<file path="src/hdl/gss_pkg.sv">
`default_nettype none
package gss_pkg;

  // apb register map, one aligned word each
  localparam int APB_AW = 8;
  localparam logic [7:0] OFF_CTRL = 8'h00;
  localparam logic [7:0] OFF_MODE = 8'h04;
  localparam logic [7:0] OFF_STATUS = 8'h08;
  localparam logic [7:0] OFF_INFO = 8'h0c;

  // reset values
  localparam logic [15:0] CTRL_RST = 16'h0000;
  localparam logic [7:0] MODE_RST = 8'h00;

  // mode of operation that selects gear slave behaviour (-3)
  localparam logic [7:0] MODE_GEAR = 8'hfd;

  // control word values
  localparam logic [15:0] CW_DISABLE = 16'h0000;
  localparam logic [15:0] CW_SHUTDOWN = 16'h0006;
  localparam logic [15:0] CW_SWITCH_ON = 16'h0007;
  localparam logic [15:0] CW_ENABLE = 16'h000f;
  localparam logic [15:0] CW_GEAR_STD = 16'h001f;
  localparam logic [15:0] CW_GEAR_DIR = 16'h005f;
  localparam logic [15:0] CW_CORR = 16'h003f;
  localparam logic [11:0] CW_PH_STD_LOW = 12'h21f;
  localparam logic [11:0] CW_PH_DIR_LOW = 12'h25f;
  localparam int CW_PROFILE_LSB = 12;
  localparam int CB_CORR = 5;

  // status word values and bit positions
  localparam logic [15:0] ST_SOD = 16'h0050;
  localparam logic [15:0] ST_RTSO = 16'h0031;
  localparam logic [15:0] ST_SWON = 16'h0033;
  localparam logic [15:0] ST_OPEN = 16'h0037;
  localparam logic [15:0] ST_GEAR_BASE = 16'h0027;
  localparam int SB_PHASED = 4;
  localparam int SB_DONE = 8;
  localparam int SB_GEAR_RUN = 9;
  localparam int SB_IN_GEAR = 10;
  localparam int SB_CORR_OK = 12;

  // power and motion states
  typedef enum logic [2:0] {
    S_SOD = 3'b000,
    S_RTSO = 3'b001,
    S_SWON = 3'b010,
    S_OPEN = 3'b011,
    S_GEAR = 3'b100
  } gss_state_e;

  // classified control word
  typedef enum logic [2:0] {
    CMD_NONE = 3'b000,
    CMD_DISABLE = 3'b001,
    CMD_SHUTDOWN = 3'b010,
    CMD_SWITCH_ON = 3'b011,
    CMD_ENABLE = 3'b100,
    CMD_GEAR = 3'b101,
    CMD_CORR = 3'b110
  } gss_cmd_e;

endpackage
`default_nettype wire

</file>
<file path="src/hdl/gss_ctrl_decode.sv">
`default_nettype none
module gss_ctrl_decode
  import gss_pkg::*;
(
  input wire logic [15:0] ctrl_word,
  output var gss_cmd_e cmd,
  output logic direct_sync,
  output logic phase_en,
  output logic [1:0] profile
);

  // pure classification; anything not listed is CMD_NONE
  always_comb begin
    cmd = CMD_NONE;
    direct_sync = 1'b0;
    phase_en = 1'b0;
    profile = ctrl_word[CW_PROFILE_LSB +: 2];
    case (ctrl_word)
      CW_DISABLE: cmd = CMD_DISABLE;
      CW_SHUTDOWN: cmd = CMD_SHUTDOWN;
      CW_SWITCH_ON: cmd = CMD_SWITCH_ON;
      CW_ENABLE: cmd = CMD_ENABLE;
      CW_GEAR_STD: cmd = CMD_GEAR;
      CW_CORR: cmd = CMD_CORR;
      CW_GEAR_DIR: begin
        cmd = CMD_GEAR;
        direct_sync = 1'b1;
      end
      default: begin
        // top nibble picks one of four phasing profiles
        if (ctrl_word[15:14] == 2'b00 && ctrl_word[11:0] == CW_PH_STD_LOW) begin
          cmd = CMD_GEAR;
          phase_en = 1'b1;
        end else if (ctrl_word[15:14] == 2'b00 && ctrl_word[11:0] == CW_PH_DIR_LOW) begin
          cmd = CMD_GEAR;
          direct_sync = 1'b1;
          phase_en = 1'b1;
        end
      end
    endcase
  end

endmodule
`default_nettype wire

</file>
<file path="src/hdl/gss_sequencer.sv">
// Implementation choices: the register addresses and register access over APB.
`default_nettype none
// Summary of operation
// - disable gives 0x0050; three-step sequence enables
// - mode -3 selects gear slave behaviour
// - 0x0006/0x0007/0x000F walk power states
// - 0x001F starts standard gear coupling
// - 0x005F starts coupling with direct sync
// - 0xp21F couples with phasing profile p
// - 0xp25F direct sync with phasing profile
// - uncoupled status 0xn327 then 0xn337
// - coupled status 0xn727 then 0xn737
// - 0x001F to 0x003F starts position correction
// - motion changes only while operation enabled; the code also starts gear coupling from switched on in mode -3
// - 0x0007 stops motion; enable pattern restarts
// - mode change safe under 0x0007, restart
// - clearing bit 5 aborts running correction
// - status bit 10 shows slave in gear
// - bit 12 clear during correction, set done
module gss_sequencer
  import gss_pkg::*;
(
  input wire logic sys_clk,
  input wire logic resetn,
  input wire logic psel,
  input wire logic penable,
  input wire logic pwrite,
  input wire logic [APB_AW-1:0] paddr,
  input wire logic [31:0] pwdata,
  output logic [31:0] prdata,
  output logic pready,
  output logic pslverr,
  input wire logic in_gear,
  input wire logic phasing_done,
  input wire logic corr_done,
  output logic drive_enable,
  output logic gear_run,
  output logic gear_start,
  output logic gear_direct_sync,
  output logic phasing_enable,
  output logic [1:0] phasing_profile,
  output logic corr_start,
  output logic corr_abort,
  output logic [15:0] status_word
);

  typedef struct packed {
    gss_state_e state;
    logic [15:0] ctrl;
    logic [7:0] mode;
    logic gear_mode;
    logic direct;
    logic phase_en;
    logic [1:0] profile;
    logic ph_ok;
    logic corr_busy;
    logic corr_ok;
    logic [15:0] status;
    logic [31:0] prdata;
    logic drive_en;
    logic gear_run;
    logic gear_start;
    logic corr_start;
    logic corr_abort;
  } gss_regs_s;

  gss_regs_s r_reg;
  gss_regs_s r_next;

  gss_cmd_e cmd;
  logic cmd_direct;
  logic cmd_phase_en;
  logic [1:0] cmd_profile;
  logic wr_access;
  logic rd_setup;
  logic addr_hit;
  logic ctrl_wr;
  logic ph_set;
  logic ph_clr;
  logic corr_set;
  logic corr_clr;
  logic [15:0] status_calc;

  // the written word itself is classified, so a command acts at its own write edge
  gss_ctrl_decode i_gss_ctrl_decode (
    .ctrl_word(pwdata[15:0]),
    .cmd(cmd),
    .direct_sync(cmd_direct),
    .phase_en(cmd_phase_en),
    .profile(cmd_profile)
  );

  // apb decode; zero wait states so pready is simply high
  assign addr_hit = (paddr == OFF_CTRL) || (paddr == OFF_MODE) ||
                    (paddr == OFF_STATUS) || (paddr == OFF_INFO);
  assign wr_access = psel && penable && pwrite && addr_hit;
  assign rd_setup = psel && !penable && !pwrite;
  assign ctrl_wr = wr_access && (paddr == OFF_CTRL);
  assign pready = 1'b1;
  assign pslverr = psel && penable && !addr_hit;

  // status word built from the present state; it is registered below,
  // which makes it trail any state change by exactly one cycle
  always_comb begin
    status_calc = ST_SOD;
    case (r_reg.state)
      S_SOD: status_calc = ST_SOD;
      S_RTSO: status_calc = ST_RTSO;
      S_SWON: status_calc = ST_SWON;
      S_OPEN: begin
        status_calc = ST_OPEN;
        status_calc[SB_CORR_OK] = r_reg.corr_ok;
      end
      S_GEAR: begin
        status_calc = ST_GEAR_BASE;
        status_calc[SB_GEAR_RUN] = 1'b1;
        // no profile chosen means nothing to phase
        status_calc[SB_PHASED] = !r_reg.phase_en || r_reg.ph_ok;
        status_calc[SB_IN_GEAR] = in_gear;
        // bit 8 drops while a correction runs, as it reports the last started function
        status_calc[SB_DONE] = !r_reg.corr_busy;
        status_calc[SB_CORR_OK] = r_reg.corr_ok && !r_reg.corr_busy;
      end
      default: status_calc = ST_SOD;
    endcase
  end

  // next-state logic for the whole block
  always_comb begin
    r_next = r_reg;
    r_next.gear_start = 1'b0;
    r_next.corr_start = 1'b0;
    r_next.corr_abort = 1'b0;
    r_next.status = status_calc;
    ph_clr = 1'b0;
    corr_set = 1'b0;
    corr_clr = 1'b0;

    // mode is only stored here; it takes effect at the next enable or gear word from switched on
    if (wr_access && paddr == OFF_MODE) begin
      r_next.mode = pwdata[7:0];
    end

    if (ctrl_wr) begin
      r_next.ctrl = pwdata[15:0];

      // dropping bit 5 cancels the correction whatever else the word says
      if (r_reg.corr_busy && !pwdata[CB_CORR]) begin
        r_next.corr_busy = 1'b0;
        r_next.corr_abort = 1'b1;
      end

      case (cmd)
        CMD_DISABLE: begin
          r_next.state = S_SOD;
        end
        CMD_SHUTDOWN: begin
          // accepted from every state, disabled included
          r_next.state = S_RTSO;
        end
        CMD_SWITCH_ON: begin
          // from any enabled state this halts the motion
          if (r_reg.state == S_RTSO || r_reg.state == S_OPEN || r_reg.state == S_GEAR) begin
            r_next.state = S_SWON;
          end
        end
        CMD_ENABLE: begin
          if (r_reg.state == S_SWON) begin
            // mode is latched here, so a change made under 0x0007 is safe
            r_next.gear_mode = (r_reg.mode == MODE_GEAR);
            r_next.state = S_OPEN;
          end else if (r_reg.state == S_GEAR) begin
            r_next.state = S_OPEN;
          end
        end
        CMD_GEAR: begin
          // restart after a halt uses the mode latched now
          if (r_reg.state == S_SWON) begin
            r_next.gear_mode = (r_reg.mode == MODE_GEAR);
          end
          if ((r_reg.state == S_SWON && r_reg.mode == MODE_GEAR) ||
              ((r_reg.state == S_OPEN || r_reg.state == S_GEAR) && r_reg.gear_mode)) begin
            r_next.state = S_GEAR;
            r_next.direct = cmd_direct;
            r_next.phase_en = cmd_phase_en;
            r_next.profile = cmd_profile;
            r_next.gear_start = 1'b1;
            ph_clr = 1'b1;
          end
        end
        CMD_CORR: begin
          // only from a plain standard coupling, and only once in gear
          if (r_reg.state == S_GEAR && r_reg.ctrl == CW_GEAR_STD && in_gear && !r_reg.corr_busy) begin
            r_next.corr_busy = 1'b1;
            r_next.corr_start = 1'b1;
            corr_clr = 1'b1;
          end
        end
        default: begin
          // unknown words update the stored control word and, with bit 5 clear, end a running correction
          r_next.state = r_reg.state;
        end
      endcase
    end

    // correction finished by the motion engine
    if (r_reg.corr_busy && corr_done && !r_next.corr_abort && !r_next.corr_start) begin
      r_next.corr_busy = 1'b0;
      corr_set = 1'b1;
    end

    // leaving the coupled state ends a running correction
    if (r_next.state != S_GEAR && r_next.corr_busy) begin
      r_next.corr_busy = 1'b0;
      r_next.corr_abort = 1'b1;
    end

    // sticky done flags; a set in the clearing cycle wins
    ph_set = r_reg.gear_run && r_reg.phase_en && phasing_done;
    r_next.ph_ok = (r_reg.ph_ok && !ph_clr) || ph_set;
    r_next.corr_ok = (r_reg.corr_ok && !corr_clr) || corr_set;

    // outputs to the motion engine follow the next state
    r_next.drive_en = (r_next.state == S_OPEN) || (r_next.state == S_GEAR);
    r_next.gear_run = (r_next.state == S_GEAR);

    // read data is captured in the setup phase, valid through access
    if (rd_setup) begin
      case (paddr)
        OFF_CTRL: r_next.prdata = {16'h0000, r_reg.ctrl};
        OFF_MODE: r_next.prdata = {24'h000000, r_reg.mode};
        OFF_STATUS: r_next.prdata = {16'h0000, r_reg.status};
        OFF_INFO: r_next.prdata = {20'h00000, r_reg.state, r_reg.gear_mode, r_reg.direct,
                                   r_reg.phase_en, r_reg.profile, r_reg.ph_ok,
                                   r_reg.corr_busy, r_reg.corr_ok, 1'b0};
        default: r_next.prdata = 32'h00000000;
      endcase
    end
  end

  // single register bank; reset gives switch-on disabled
  always_ff @(posedge sys_clk or negedge resetn) begin
    if (!resetn) begin
      r_reg <= '0;
      r_reg.state <= S_SOD;
      r_reg.ctrl <= CTRL_RST;
      r_reg.mode <= MODE_RST;
      r_reg.status <= ST_SOD;
    end else begin
      r_reg <= r_next;
    end
  end

  // port drive straight from flip-flops
  assign prdata = r_reg.prdata;
  assign drive_enable = r_reg.drive_en;
  assign gear_run = r_reg.gear_run;
  assign gear_start = r_reg.gear_start;
  assign gear_direct_sync = r_reg.direct;
  assign phasing_enable = r_reg.phase_en;
  assign phasing_profile = r_reg.profile;
  assign corr_start = r_reg.corr_start;
  assign corr_abort = r_reg.corr_abort;
  assign status_word = r_reg.status;

endmodule
`default_nettype wire

</file>
<file path="config.mk">
export PLATFORM = sky130hd
export DESIGN_NAME = gss_sequencer
export DESIGN_NICKNAME = d
export VERILOG_FILES = /design/src/hdl/gss_pkg.sv /design/src/hdl/gss_ctrl_decode.sv /design/src/hdl/gss_sequencer.sv
export SDC_FILE = /design/constraint.sdc
export NUM_CORES = 1
export LEC_CHECK = 0
export BUFFER_PORTS_ARGS = -buffer_cell sky130_fd_sc_hd__buf_2
export CORE_MARGIN = 5
export CORE_UTILIZATION = 45
export CTS_BUF_LIST = sky130_fd_sc_hd__clkbuf_4 sky130_fd_sc_hd__clkbuf_8
export CTS_CLUSTER_DIAMETER = 50
export CTS_CLUSTER_SIZE = 14
export DETAILED_ROUTE_END_ITERATION = 10
export GPL_TIMING_DRIVEN = 0
export PLACE_DENSITY = 0.71
export SLEW_MARGIN = 20
export SYNTH_ARGS = -nofsm -noshare
export SYNTH_HDL_FRONTEND = slang
export SYNTH_SLANG_ARGS = --single-unit
</file>
<file path="constraint.sdc">
create_clock -name sys_clk -period 4.92 [get_ports sys_clk]
set_input_delay 0.984 -clock sys_clk [delete_from_list [all_inputs] [get_ports sys_clk]]
set_output_delay 0.984 -clock sys_clk [all_outputs]
set_load 0.005 [all_outputs]
</file>
* Word-level counts from Yosys, hierarchy flattened
Index checks and enable logic that the tools add are counted.
** Storage, ports and cells
- Logic and storage cells :: 130
- Output and inout bits :: 59
- Register bits :: 88
- Input bits :: 48
** Cells by class
- Equal/unequal tests :: 26
- Mux-type cells :: 32
- Reduce and logical (&&, ||, !) cells :: 55
** Operators with widths (number)
- case mux 16 bit (4 select lines) :: 1
- case mux 13 bit (4 select lines) :: 1
- == test 16 x 3 -> 1 bit (second input constant) :: 2
- == test 16 x 5 -> 1 bit (second input constant) :: 2
- logical AND 1 bit :: 25
- == test 12 x 10 -> 1 bit (second input constant) :: 2
- two-way mux 3 bit :: 7
- two-way mux 1 bit :: 19
- two-way mux 19 bit :: 1
- case mux 3 bit (6 select lines) :: 1
- == test 16 x 4 -> 1 bit (second input constant) :: 1
- == test 16 x 6 -> 1 bit (second input constant) :: 1
- == test 16 x 7 -> 1 bit (second input constant) :: 1
- == test 8 x 4 -> 1 bit (second input constant) :: 2
- logical NOT 16 bit :: 1
- == test 3 x 2 -> 1 bit (second input constant) :: 5
- == test 3 bit (second input constant) :: 5
- case mux 3 bit (5 select lines) :: 1
- logical OR 1 bit :: 11
- logical NOT 1 bit :: 10
- == test 8 x 3 -> 1 bit (second input constant) :: 1
- == test 8 bit (second input constant) :: 1
- logical NOT 8 bit :: 1
- OR reduction 7 bit :: 1
- other kinds (7) :: 10

* Longest topological paths before layout
Gate-level depths: netlist (run 1).
- Depth in word-level cells :: 14
- Depth in mapped cells :: 9
- Gate-level depth less buffers :: 9

* Cells and area by module
Synthesis (run 1) repeated with hierarchy kept, for this count alone.
** Second synthesis, totals
- Cell total of the unflattened synthesis :: 382
- Area, all modules :: 3623.5 sq um
** By module, submodules not included
- gss_sequencer :: cells an instance 353, sequential area each 1629.1 sq um, area an instance 3434.5 sq um, times used 1
- gss_ctrl_decode :: cells an instance 29, sequential area each 0.0 sq um, area an instance 188.9 sq um, times used 1

* Least setup slack after synthesis (run 1)
No wires, ideal clock.
- Path kind :: in2reg
- Start :: input port pwdata[11]
- End :: register r_reg, in the netlist corr_abort
- Path slack :: 1.950 ns
- Cell stages on the path :: 8
- Path buffers :: 0
- Data arrival time :: 2.849 ns
- Library setup time :: 0.121 ns
- Data required time :: 4.799 ns
- Cells stage by stage :: or4_1 -> nor2_1 -> nand3_1 -> a2111oi_4 -> nor4_2 -> a21oi_2 -> nand4b_2 -> a32o_2
** RTL lines
- start: declaration :: RTL line gss_sequencer.sv:29 : input wire logic [31:0] pwdata,
- end signal: assignment :: RTL line gss_sequencer.sv:250 : r_reg <= r_next;
- end: declaration :: RTL line gss_sequencer.sv:67 : gss_regs_s r_reg;

==> results of run 1 <==
[per-stage QoR]
| stage | cells | cell area [sq um] | setup slack [ps] |
|---|---|---|---|
| floorplan | 391 | 3700 | 1950 |
| global placement | 558 | 4150 | 1490 |
| detailed placement | 558 | 4160 | 1470 |
| CTS | 574 | 4360 | 1830 |
| global route | 574 | 4360 | 1590 |
| finish | 574 | 4360 | 1820 |
[layout by cell type, fill, tap and decap left out, drive strengths merged, types with 3 or more instances in the layout]
cell type	instances
clkbuf	23
nor2b	4
o2111ai	3
buf	119
nand4b	3
nand3	6
nor4	7
nor2	17
and3	9
mux2	11
nor3	6
a21boi	3
dfrtp	63
inv	6
nand4	5
a21oi	7
o21ai	21
a22o	5
mux4	5
mux2i	5
conb	23
nand2b	3
a22oi	4
nand2	73
[Yosys cell counts (3+ instances only)]
library cell	n
mux2_2	11
mux4_2	5
a22oi_1	4
inv_1	5
nand2_1	73
mux2i_1	5
nand3_1	6
and3_1	6
clkbuf_1	12
nor2b_1	4
a22o_1	5
nor4_1	4
a21oi_1	5
nor3_1	6
nor4_2	3
dfrtp_1	63
nand2b_1	3
and3_2	3
nand4_1	4
o21ai_0	19
buf_4	53
nor2_1	17
[kinds of logic after synthesis]
kind of cell    Yosys count
xor+xnor                  2
buf+inv                  72
fa+ha+maj                 1
other cells               2
compound gates           62
simple gates            145
mux                      21
flops                    65
[power by group through the flow]
stage,clock (uW),sequential (uW),combinational [uW]
after floorplan,0,549,39.9
after global placement,0,550,74.4
after detailed placement,0,550,75.9
after CTS,466,540,76.1
after global routing,489,540,86.1
final,461,540,76.3
[per-layer routing]
layer	global-route usage (%)	vias up
met3	4.63	13
li1	-	1415
met2	32.0	107
met5	0	-
met4	7.14	0
met1	24.0	1394
[worst max-delay path by stage]
stage | depth (start not counted) | endpoint | from
finish | 9 | corr_abort | pwdata[1]
global route | 9 | corr_abort | pwdata[1]
CTS | 9 | corr_abort | pwdata[1]
detailed placement | 9 | corr_abort | pwdata[1]
global placement | 9 | corr_abort | pwdata[1]
floorplan | 8 | corr_abort | pwdata[11]
[final cells by class]
class                      instances  area share (%)
multi-input combinational        254            36.8
inverter                           6           0.517
tap                              102            2.93
clock buffer                      11            3.33
clock inverter                     5            1.26
timing repair buffer              65            7.53
buffer                            66            10.3
sequential                        65            37.4
[worst max-delay path, delay by kind of cell]
family	cells	cell delay (ps)
and+or+nand+nor	5	1210
buffers and inverters	1	140
AOI/OAI and AO/OA	3	1010
==> summary.txt, run 1 <==
Timing
  – RSZ-0062 raised after global routing: no
  – Fin. Hold Viols: 0
  – Hold_ws: around 480 ps
  – Final period demand of the worst path: 3100 ps
  – Final-report setup violation count: 0
  – Setup Skew: 10.3 ps
  – Worst slew pin tran: approximately 800 ps
  – Fin. max-slew vios: 0
  – Fin Setup TNS: 0 ps
  – Max Freq: 322 MHz
  – Slew headroom: 46.9%
  – Fin crit share: 63.0%

CTS
  – Clk pin slew, worst setup/hold paths: 70 ps
  – CTS Hold Bufs: 0
  – Clock sink count: 65
  – CTS tree: done
  – CTS max path bufs: 2
  – CTS root buf: clkbuf_8
  – Post_cts resized: 0
  – H-tree Lvls: 3
  – Clk_lat worst skew: approximately 360 ps
  – Num CTS Buffers: 9
  – Setup Fix Bufs, Post-CTS: 0

Layout
  – Layout area overhead: 20.3%
  – Multi-input logic area: 1600 sq um
  – Fillers: 725
  – Nets@finish: 515
  – Largest register FFs: 31
  – Layout cell share with drive strength beyond 1: 36.4%
  – Reg area: 1630 sq um
  – # diodes: 0
  – Finished Core Util: between 50 and 60%

Setup path
  – CP Capture Type: register
  – Most used cell, CP: nor4_2
  – Critical Path AT: 3350 ps
  – Reg2reg path depth: 9
  – Slowest cell on the critical path: a2111oi_4
  – Crit Reg-Reg Endpoint: corr_abort
  – CP required: 5170 ps
  – Cell Chain, Critical Path: buf_2 > nand4_2 > nor4_2 > nand3_1 > a2111oi_4 > nor4_2 > a21oi_2 > nand4b_2 > a32o_2
  – Reg-to-Reg Start: r_reg[86]
  – CP Class: in2reg
  – Worst-path maximum fanout: 6
  – Startpoint types: input pin
  – Crit-path max cell delay: 520 ps
  – Register-to-register path setup slack: 2070 ps

Routing
  – Via count: slightly below 3000
  – Drt initial violations: 164
  – # DRC: 0
  – Met2 routed WL: 4510 um
  – WL met1: roughly 3700 um
  – Drt total wl: 9120 um
  – Top Layer Used: met4
  – Antenna viol nets, final: 0
  – Vias per inst: 5.10
  – DRT Pass-1 Iters: 4
  – Met3 wire length: approximately 710 um
  – Wire length per cell: 15.9 um

Pwr
  – Clock power share: 42.8%
  – Max rail drop VDD: 0.110 mV
  – Cell Int Power: 820 uW
  – Pwr Total: 1080 uW
  – Net switching power figure: around 260 uW
  – Comb pwr share: about 7.1%
  – Share of total power in sequential cells: 50.1%
  – Leak Pwr: approximately 0.0023 uW
  – Switching share of total power: 23.9%
  – PD cells: 247 nW/um^2

Synth
  – Post-Synth XOR/XNOR Area: 0.484%
  – Post-synth ARST share: 100%
  – Top FF cell, synth: dfrtp_1
  – EDFF count, synth: 0
  – Post-synthesis adder-cell area fraction: 0.311%
  – Synth top area share: 43.5%
  – Post-Synth Simple-Gate Area: 20.2%
  – Yosys reg bits: 65
  – Avg Synthesized Cell Area: 9.79 sq um
  – Top cell type by total area after synthesis: dfrtp_1
  – Post-Syn Area: 3620 sq um
  – Synth Area in Compound Gates: 13.0%
  – Mux cell area share after synthesis: 7.91%
  – Seq/Total Area, Yosys: 45.0%
  – Synthesis Warnings: 0
  – Syn Inst Count: 370
  – Largest family of logic cells by synthesized area: simple AND/OR/NAND/NOR gates
  – Synth unique cells: between 60 and 70
  – Largest cells by area after synthesis: dfrtp_1 (44%), buf_4 (11%), nand2_1 (7.6%), mux2_2 (3.4%), mux4_2 (3.1%)

Die
  – Die Ht: 99.7 um
  – Total core area: about 8000 sq um
  – Starting Density: 46.6%
  – Total die area: 9940 sq um
  – Io pins: about 110
  – Rows: 32
  – Die X: 99.7 um

GRT
  – Antenna violations before repair: 0
  – All-Layer GR Usage: between 10% and 20%
  – Grt total ovfl: 0
  – First-pass GRT wire length: 14900 um
  – Largest net degree at the start of global routing: 66
  – Number of global-route vias before repair: 2943

Place
  – Routability cong.: 0.892
  – I/O Buffers: 65
  – Post-DP HPWL: 7070 um

Min path
  – Hold wc startpoint: prdata[5]
  – Hold Path Sink: prdata[5]
  – Hold Path Cell Cnt: 2
  – Worst Hold Class: reg2reg

Job
  – Max-capacitance violation count: 0

Run status
  – Status: finished, final reports clean
(Power assumes the default switching activity.)
==> inputs of run 2 (changes only) <==
Settings changed: PLACE_DENSITY 0.71 to 0.74.
Clock period 4.92 ns to 2.6 ns, I/O delays scaled along.
==> summary.txt, run 2 (synthesized netlist as in run 1, its figures left out) <==
Run status
  – Status: finished, final reports clean

CTS
  – CTS root buf: clkbuf_8
  – CTS tree: done
  – Clk pin slew, worst setup/hold paths: 80 ps (about the same)
  – CTS max path bufs: 2 (unchanged)
  – Num CTS Buffers: 9 (unchanged)
  – H-tree Lvls: 3 (unchanged)
  – Clk_lat worst skew: 340 ps (-20 ps)
  – Clock sink count: 65 (unchanged)
  – CTS Hold Bufs: 0 (unchanged)

Die
  – Rows: 32 (unchanged)
  – Die Ht: 99.7 um (unchanged)
  – Die X: 99.7 um (unchanged)
  – Total die area: 9940 sq um (unchanged)
  – Io pins: 107 (unchanged)
  – Total core area: 7770 sq um (unchanged)
  – Starting Density: 46.6% (unchanged)

Pwr
  – Max rail drop VDD: 0.247 mV (+120%)
  – Pwr Total: 2170 uW (+100%)
  – PD cells: 490 nW/um^2 (+98%)
  – Leak Pwr: 0.00234 uW (+1.3%)

Setup path
  – Register-to-register path setup slack: 170 ps (-1900 ps)
  – Critical Path AT: 2710 ps (-640 ps)
  – Reg2reg path depth: 9 (unchanged)
  – CP Capture Type: register
  – Slowest cell on the critical path: or4b_4
  – CP Class: in2reg
  – Crit-path max cell delay: 580 ps (+60 ps)
  – CP required: 2830 ps (-2340 ps)
  – Cell Chain, Critical Path: buf_2 > inv_1 > or4b_4 > a21oi_4 > nor4_4 > a2111o_1 > o21ai_2 > nand4b_2 > a32o_2
  – Reg-to-Reg Start: r_reg[86]
  – Crit Reg-Reg Endpoint: corr_abort
  – Startpoint types: input pin
  – Worst-path maximum fanout: 6 (unchanged)
  – Crit path launch: pwdata[5]

GRT
  – Number of global-route vias before repair: 2923 (-0.68%)
  – Largest net degree at the start of global routing: 66 (unchanged)
  – First-pass GRT wire length: 14600 um (-2.0%)
  – Met2 Usage GRT: 32.2% (+0.26 points)
  – Global routing usage on met1: 23.1% (-0.95 points)
  – GR Layer Usage met3: 4.91% (+0.28 points)
  – Grt total ovfl: 0 (unchanged)
  – Antenna violations before repair: 0 (unchanged)
  – All-Layer GR Usage: 18.8% (-0.31 points)
  – Busiest grt layer: met2

Timing
  – Fin. Hold Viols: 0 (unchanged)
  – Fin. max-slew vios: 0 (unchanged)
  – Slew headroom: 46.8% (-0.15 points)
  – Worst slew pin tran: 798 ps (+2.18 ps)
  – Final-report setup violation count: 0 (unchanged)
  – Fin crit share: 95.3%
  – Setup Skew: 12.7 ps (+2.49 ps)
  – Max Freq: 403 MHz
  – Final period demand of the worst path: 2480 ps
  – Hold_ws: 255 ps (-229 ps)

Routing
  – Drt initial violations: 184 (+12%)
  – Drt total wl: 9140 um (+0.16%)
  – Antenna viol nets, final: 0 (unchanged)
  – # DRC: 0 (unchanged)
  – DRT Pass-1 Iters: 4 (unchanged)
  – Wire length per cell: 15.9 um (about the same)
  – Vias per inst: 5.23 (+2.5%)
  – Via count: 3007 (+2.7%)

Layout
  – Design area: 4430 sq um (+1.7%)
  – Multi-input logic area: 1630 sq um (+1.9%)
  – Commonest cells after routing, fill and taps aside: nand2_1 (73), buf_2 (64), dfrtp_1 (63), buf_4 (55), conb_1 (23)
  – Reg area: 1630 sq um (unchanged)
  – Commonest non-fill, non-tap cell in the layout: nand2_1
  – Largest register FFs: 31 (unchanged)
  – Layout area overhead: 22.3%
  – Layout cell share with drive strength beyond 1: 37.6% (+1.2 points)
  – Nets@finish: 516 (+0.19%)
  – # diodes: 0 (unchanged)
  – Fillers: 701 (-3.3%)

Job
  – Max-capacitance violation count: 0 (unchanged)

Min path
  – Worst Hold Class: in2async

Place
  – Routability cong.: 0.951 (+6.6%)
  – Post-DP HPWL: 6970 um (-1.4%)
  – I/O Buffers: 65 (unchanged)
  – Placed Area: 4160 sq um (unchanged)
-- run 2: cell types whose count changed in the layout (fill, tap and decap cells not counted), moves of 2 or more --
cell and change:
nor2_1 -3, nor2_2 +3, clkinv_2 -2, nor4_2 -2, nor4_4 +2
-- run 2: worst max-delay path: cells and delay by family --
kind | cells | cell delay [ps]
buffers and inverters | 2 | 270
AOI/OAI and AO/OA | 4 | 1060
and+or+nand+nor | 3 | 850
-- run 2: where the power goes --
part | switching [uW] | leakage (uW) | internal, uW
clock | 396 | 0.000112 | 603
sequential | 4.86 | 0.000901 | 1020
combinational | 87.6 | 0.00133 | 59.7
total | 488 | 0.00234 | 1680
-- run 2: through the flow --
step	std cells	worst slack (ps)	util, %	setup TNS (ps)
finish	575	121	57.0	0
global route	575	-20.6	57.0	-20.6
CTS	574	11.4	56.7	0
detailed placement	558	-353	53.5	-1830
global placement	558	-350	53.5	-1230
floorplan	391	93.9	-	0
-- run 2: area by class of cell --
cell class | instances | share of cell area [%]
multi-input combinational | 254 | 36.8
sequential | 65 | 36.8
buffer | 66 | 10.1
timing repair buffer | 66 | 7.57
clock buffer | 12 | 3.59
tap | 102 | 2.88
clock inverter | 4 | 1.70
inverter | 6 | 0.509
-- run 2: what timing repair did --
action                                  4_1_cts  5_1_grt
gates resized for setup                       3        5
endpoints found under the setup margin        1        3
buffers inserted                              0        1
pin swaps                                     0        1
-- run 2: how the worst max path moves through the flow --
stage,to,slack [ps],depth (start not counted)
global route,corr_abort,-20,9
floorplan,corr_abort,90,8
finish,corr_abort,120,9
CTS,corr_abort,10,9
global placement,corr_abort,-350,9
detailed placement,corr_abort,-350,8
-- run 2: per-layer routing --
layer / part of all wire [%] / vias to the layer above
li1: - / 1423
met1: 40 / 1446
met2: 51 / 119
met3: 6.8 / 19
met4: 2.3 / 0
met5: 0 / -
==> inputs of run 3 (changes only) <==
Settings changed: CAP_MARGIN set to 20, PLACE_DENSITY 0.74 to 0.71.
Clock period 2.6 ns to 2.8 ns, I/O delays scaled along.
==> summary.txt, run 3 (synthesized netlist as in run 1, its figures left out) <==
Run status
  – Status: finished, final reports clean

Pwr
  – Max rail drop VDD: 0.192 mV (-22%)
  – Leak Pwr: 0.00232 uW (-1.2%)
  – PD cells: 433 nW/um^2 (-11%)

Layout
  – # diodes: 0 (unchanged)
  – Design area: 4370 sq um (-1.3%)
  – Nets@finish: 515 (-0.19%)
  – Commonest non-fill, non-tap cell in the layout: nand2_1
  – Layout cell share with drive strength beyond 1: 36.9% (-0.77 points)
  – Layout area overhead: 20.7%
  – Largest register FFs: 31 (unchanged)
  – Commonest cells after routing, fill and taps aside: nand2_1 (73), buf_2 (64), dfrtp_1 (63), buf_4 (54), conb_1 (23)

Timing
  – Fin. max-slew vios: 0 (unchanged)
  – Setup Skew: 8.90 ps (-3.84 ps)
  – RSZ-0062 raised after global routing: no
  – Final-report setup violation count: 0 (unchanged)
  – Final period demand of the worst path: 2690 ps
  – Final worst slack: 110 ps (-10.7 ps)
  – Worst slew pin tran: 795 ps (-2.80 ps)
  – Slew headroom: 47.0% (+0.19 points)
  – Fin crit share: between 90% and 100%
  – Max Freq: 372 MHz
  – Fin. Hold Viols: 0 (unchanged)

Routing
  – Drt initial violations: 149 (-19%)
  – Drt total wl: 9100 um (-0.45%)
  – Vias per inst: 5.08 (-2.8%)
  – # DRC: 0 (unchanged)
  – Wire length per cell: 15.9 um (-0.28%)
  – Antenna viol nets, final: 0 (unchanged)
  – Via count: 2918 (-3.0%)
  – DRT Pass-1 Iters: 5 (+1)

Setup path
  – CP required: 3040 ps (+210 ps)
  – Crit path buffers/inverters: 1 (-1)
  – CP Capture Type: register
  – Cell Chain, Critical Path: nor2_2 > nand2_1 > inv_1 > a22oi_1 > a2111oi_4 > nor4_2 > a21oi_2 > nand4b_2 > a32o_2
  – Crit-path max cell delay: 520 ps (-60 ps)
  – Startpoint types: register
  – Critical Path AT: 2930 ps (+220 ps)
  – Worst-path maximum fanout: 9 (+3)
  – Crit-path leading delay family: compound AO/OA/AOI/OAI gates
  – CP Class: reg2reg
  – Slowest cell on the critical path: dfrtp_1

CTS
  – H-tree Lvls: 3 (unchanged)
  – Clk_lat worst skew: 350 ps (about the same)
  – CTS Hold Bufs: 0 (unchanged)
  – CTS max path bufs: 2 (unchanged)
  – Setup Fix Bufs, Post-CTS: 0 (unchanged)
  – CTS root buf: clkbuf_8
  – Clock sink count: 65 (unchanged)
  – Clk pin slew, worst setup/hold paths: 70 ps (about the same)
  – Post_cts resized: 0 (-3)
  – Num CTS Buffers: 9 (unchanged)
  – CTS tree: done

Die
  – Io pins: 107 (unchanged)
  – Total die area: 9940 sq um (unchanged)
  – Die X: 99.7 um (unchanged)
  – Total core area: 7770 sq um (unchanged)
  – Starting Density: 46.6% (unchanged)
  – Die Ht: 99.7 um (unchanged)
  – Rows: 32 (unchanged)

Place
  – Post-DP HPWL: 7070 um (+1.4%)
  – Routability cong.: 0.892 (-6.2%)
  – I/O Buffers: 65 (unchanged)
  – Placement Setup Slack: -227 ps (+126 ps)
  – Placed Area: 4160 sq um (unchanged)

GRT
  – Number of global-route vias before repair: 2943 (+0.68%)
  – Largest net degree at the start of global routing: 66 (unchanged)
  – Antenna violations before repair: 0 (unchanged)
  – Grt total ovfl: 0 (unchanged)
  – First-pass GRT wire length: 14900 um (+2.0%)
  – All-Layer GR Usage: 19.1% (+0.31 points)

Job
  – Max-capacitance violation count: 0 (unchanged)

Min path
  – Worst Hold Class: in2async
[run 3: cell count changes in the layout (fill, tap and decap cells not counted)]
cell       change
buf_4          -1
bufinv_16      -1
clkbuf_1       +1
clkbuf_2       -1
clkbuf_8       -1
clkinv_2       +2
nand3_1        +1
nand3_2        -1
nor2_1         +1
nor2_2         -1
nor4_2         +1
nor4_4         -1
[run 3: worst paths after layout]
kind,from,endpoint,slack [ps],cells after the start
max,r_reg[86],corr_abort,110,9
min,resetn,prdata[2],280,1
min in group sys_clk,pwdata[8],r_reg[77],440,3
max reg2reg,r_reg[86],corr_abort,110,9
max in group asynchronous,resetn,r_reg[74],1990,1
min reg2reg,prdata[5],prdata[5],480,2
[run 3: cell type report]
cell class / count / area, sq um
clock buffers: 11 / 145
inverters: 6 / 22.5
fillers: 722 / 3400
plain buffers: 66 / 447
well taps: 102 / 128
multi-input cells: 254 / 1620
repair buffers: 65 / 328
flip-flops and latches: 65 / 1630
clock inverters: 5 / 55.1
[run 3: layer usage]
metal | vias to the layer above | part of all wire [%] | track usage, %
met1 | 1372 | 41 | 24.0
met5 | - | 0 | 0
met3 | 18 | 7.5 | 4.63
met4 | 0 | 2.0 | 7.14
li1 | 1415 | - | -
met2 | 113 | 49 | 32.0
[run 3: through the flow]
stage	cells	hold WS [ps]	utilization (%)	TNS [ps]	total power, uW
global placement	558	465	53.5	-460	1100
global route	574	364	56.3	0	1960
detailed placement	558	472	53.5	-540	1100
floorplan	391	264	-	0	1040
CTS	574	317	56.1	0	1900
finish	574	281	56.3	0	1890
[run 3: power by group]
part	total (uW)	internal, uW	leakage [uW]	switching (uW)
sequential	948	944	0.000901	4.42
clock	809	442	0.0000987	368
combinational	135	55.3	0.00132	80.0
total	1890	1440	0.00232	452
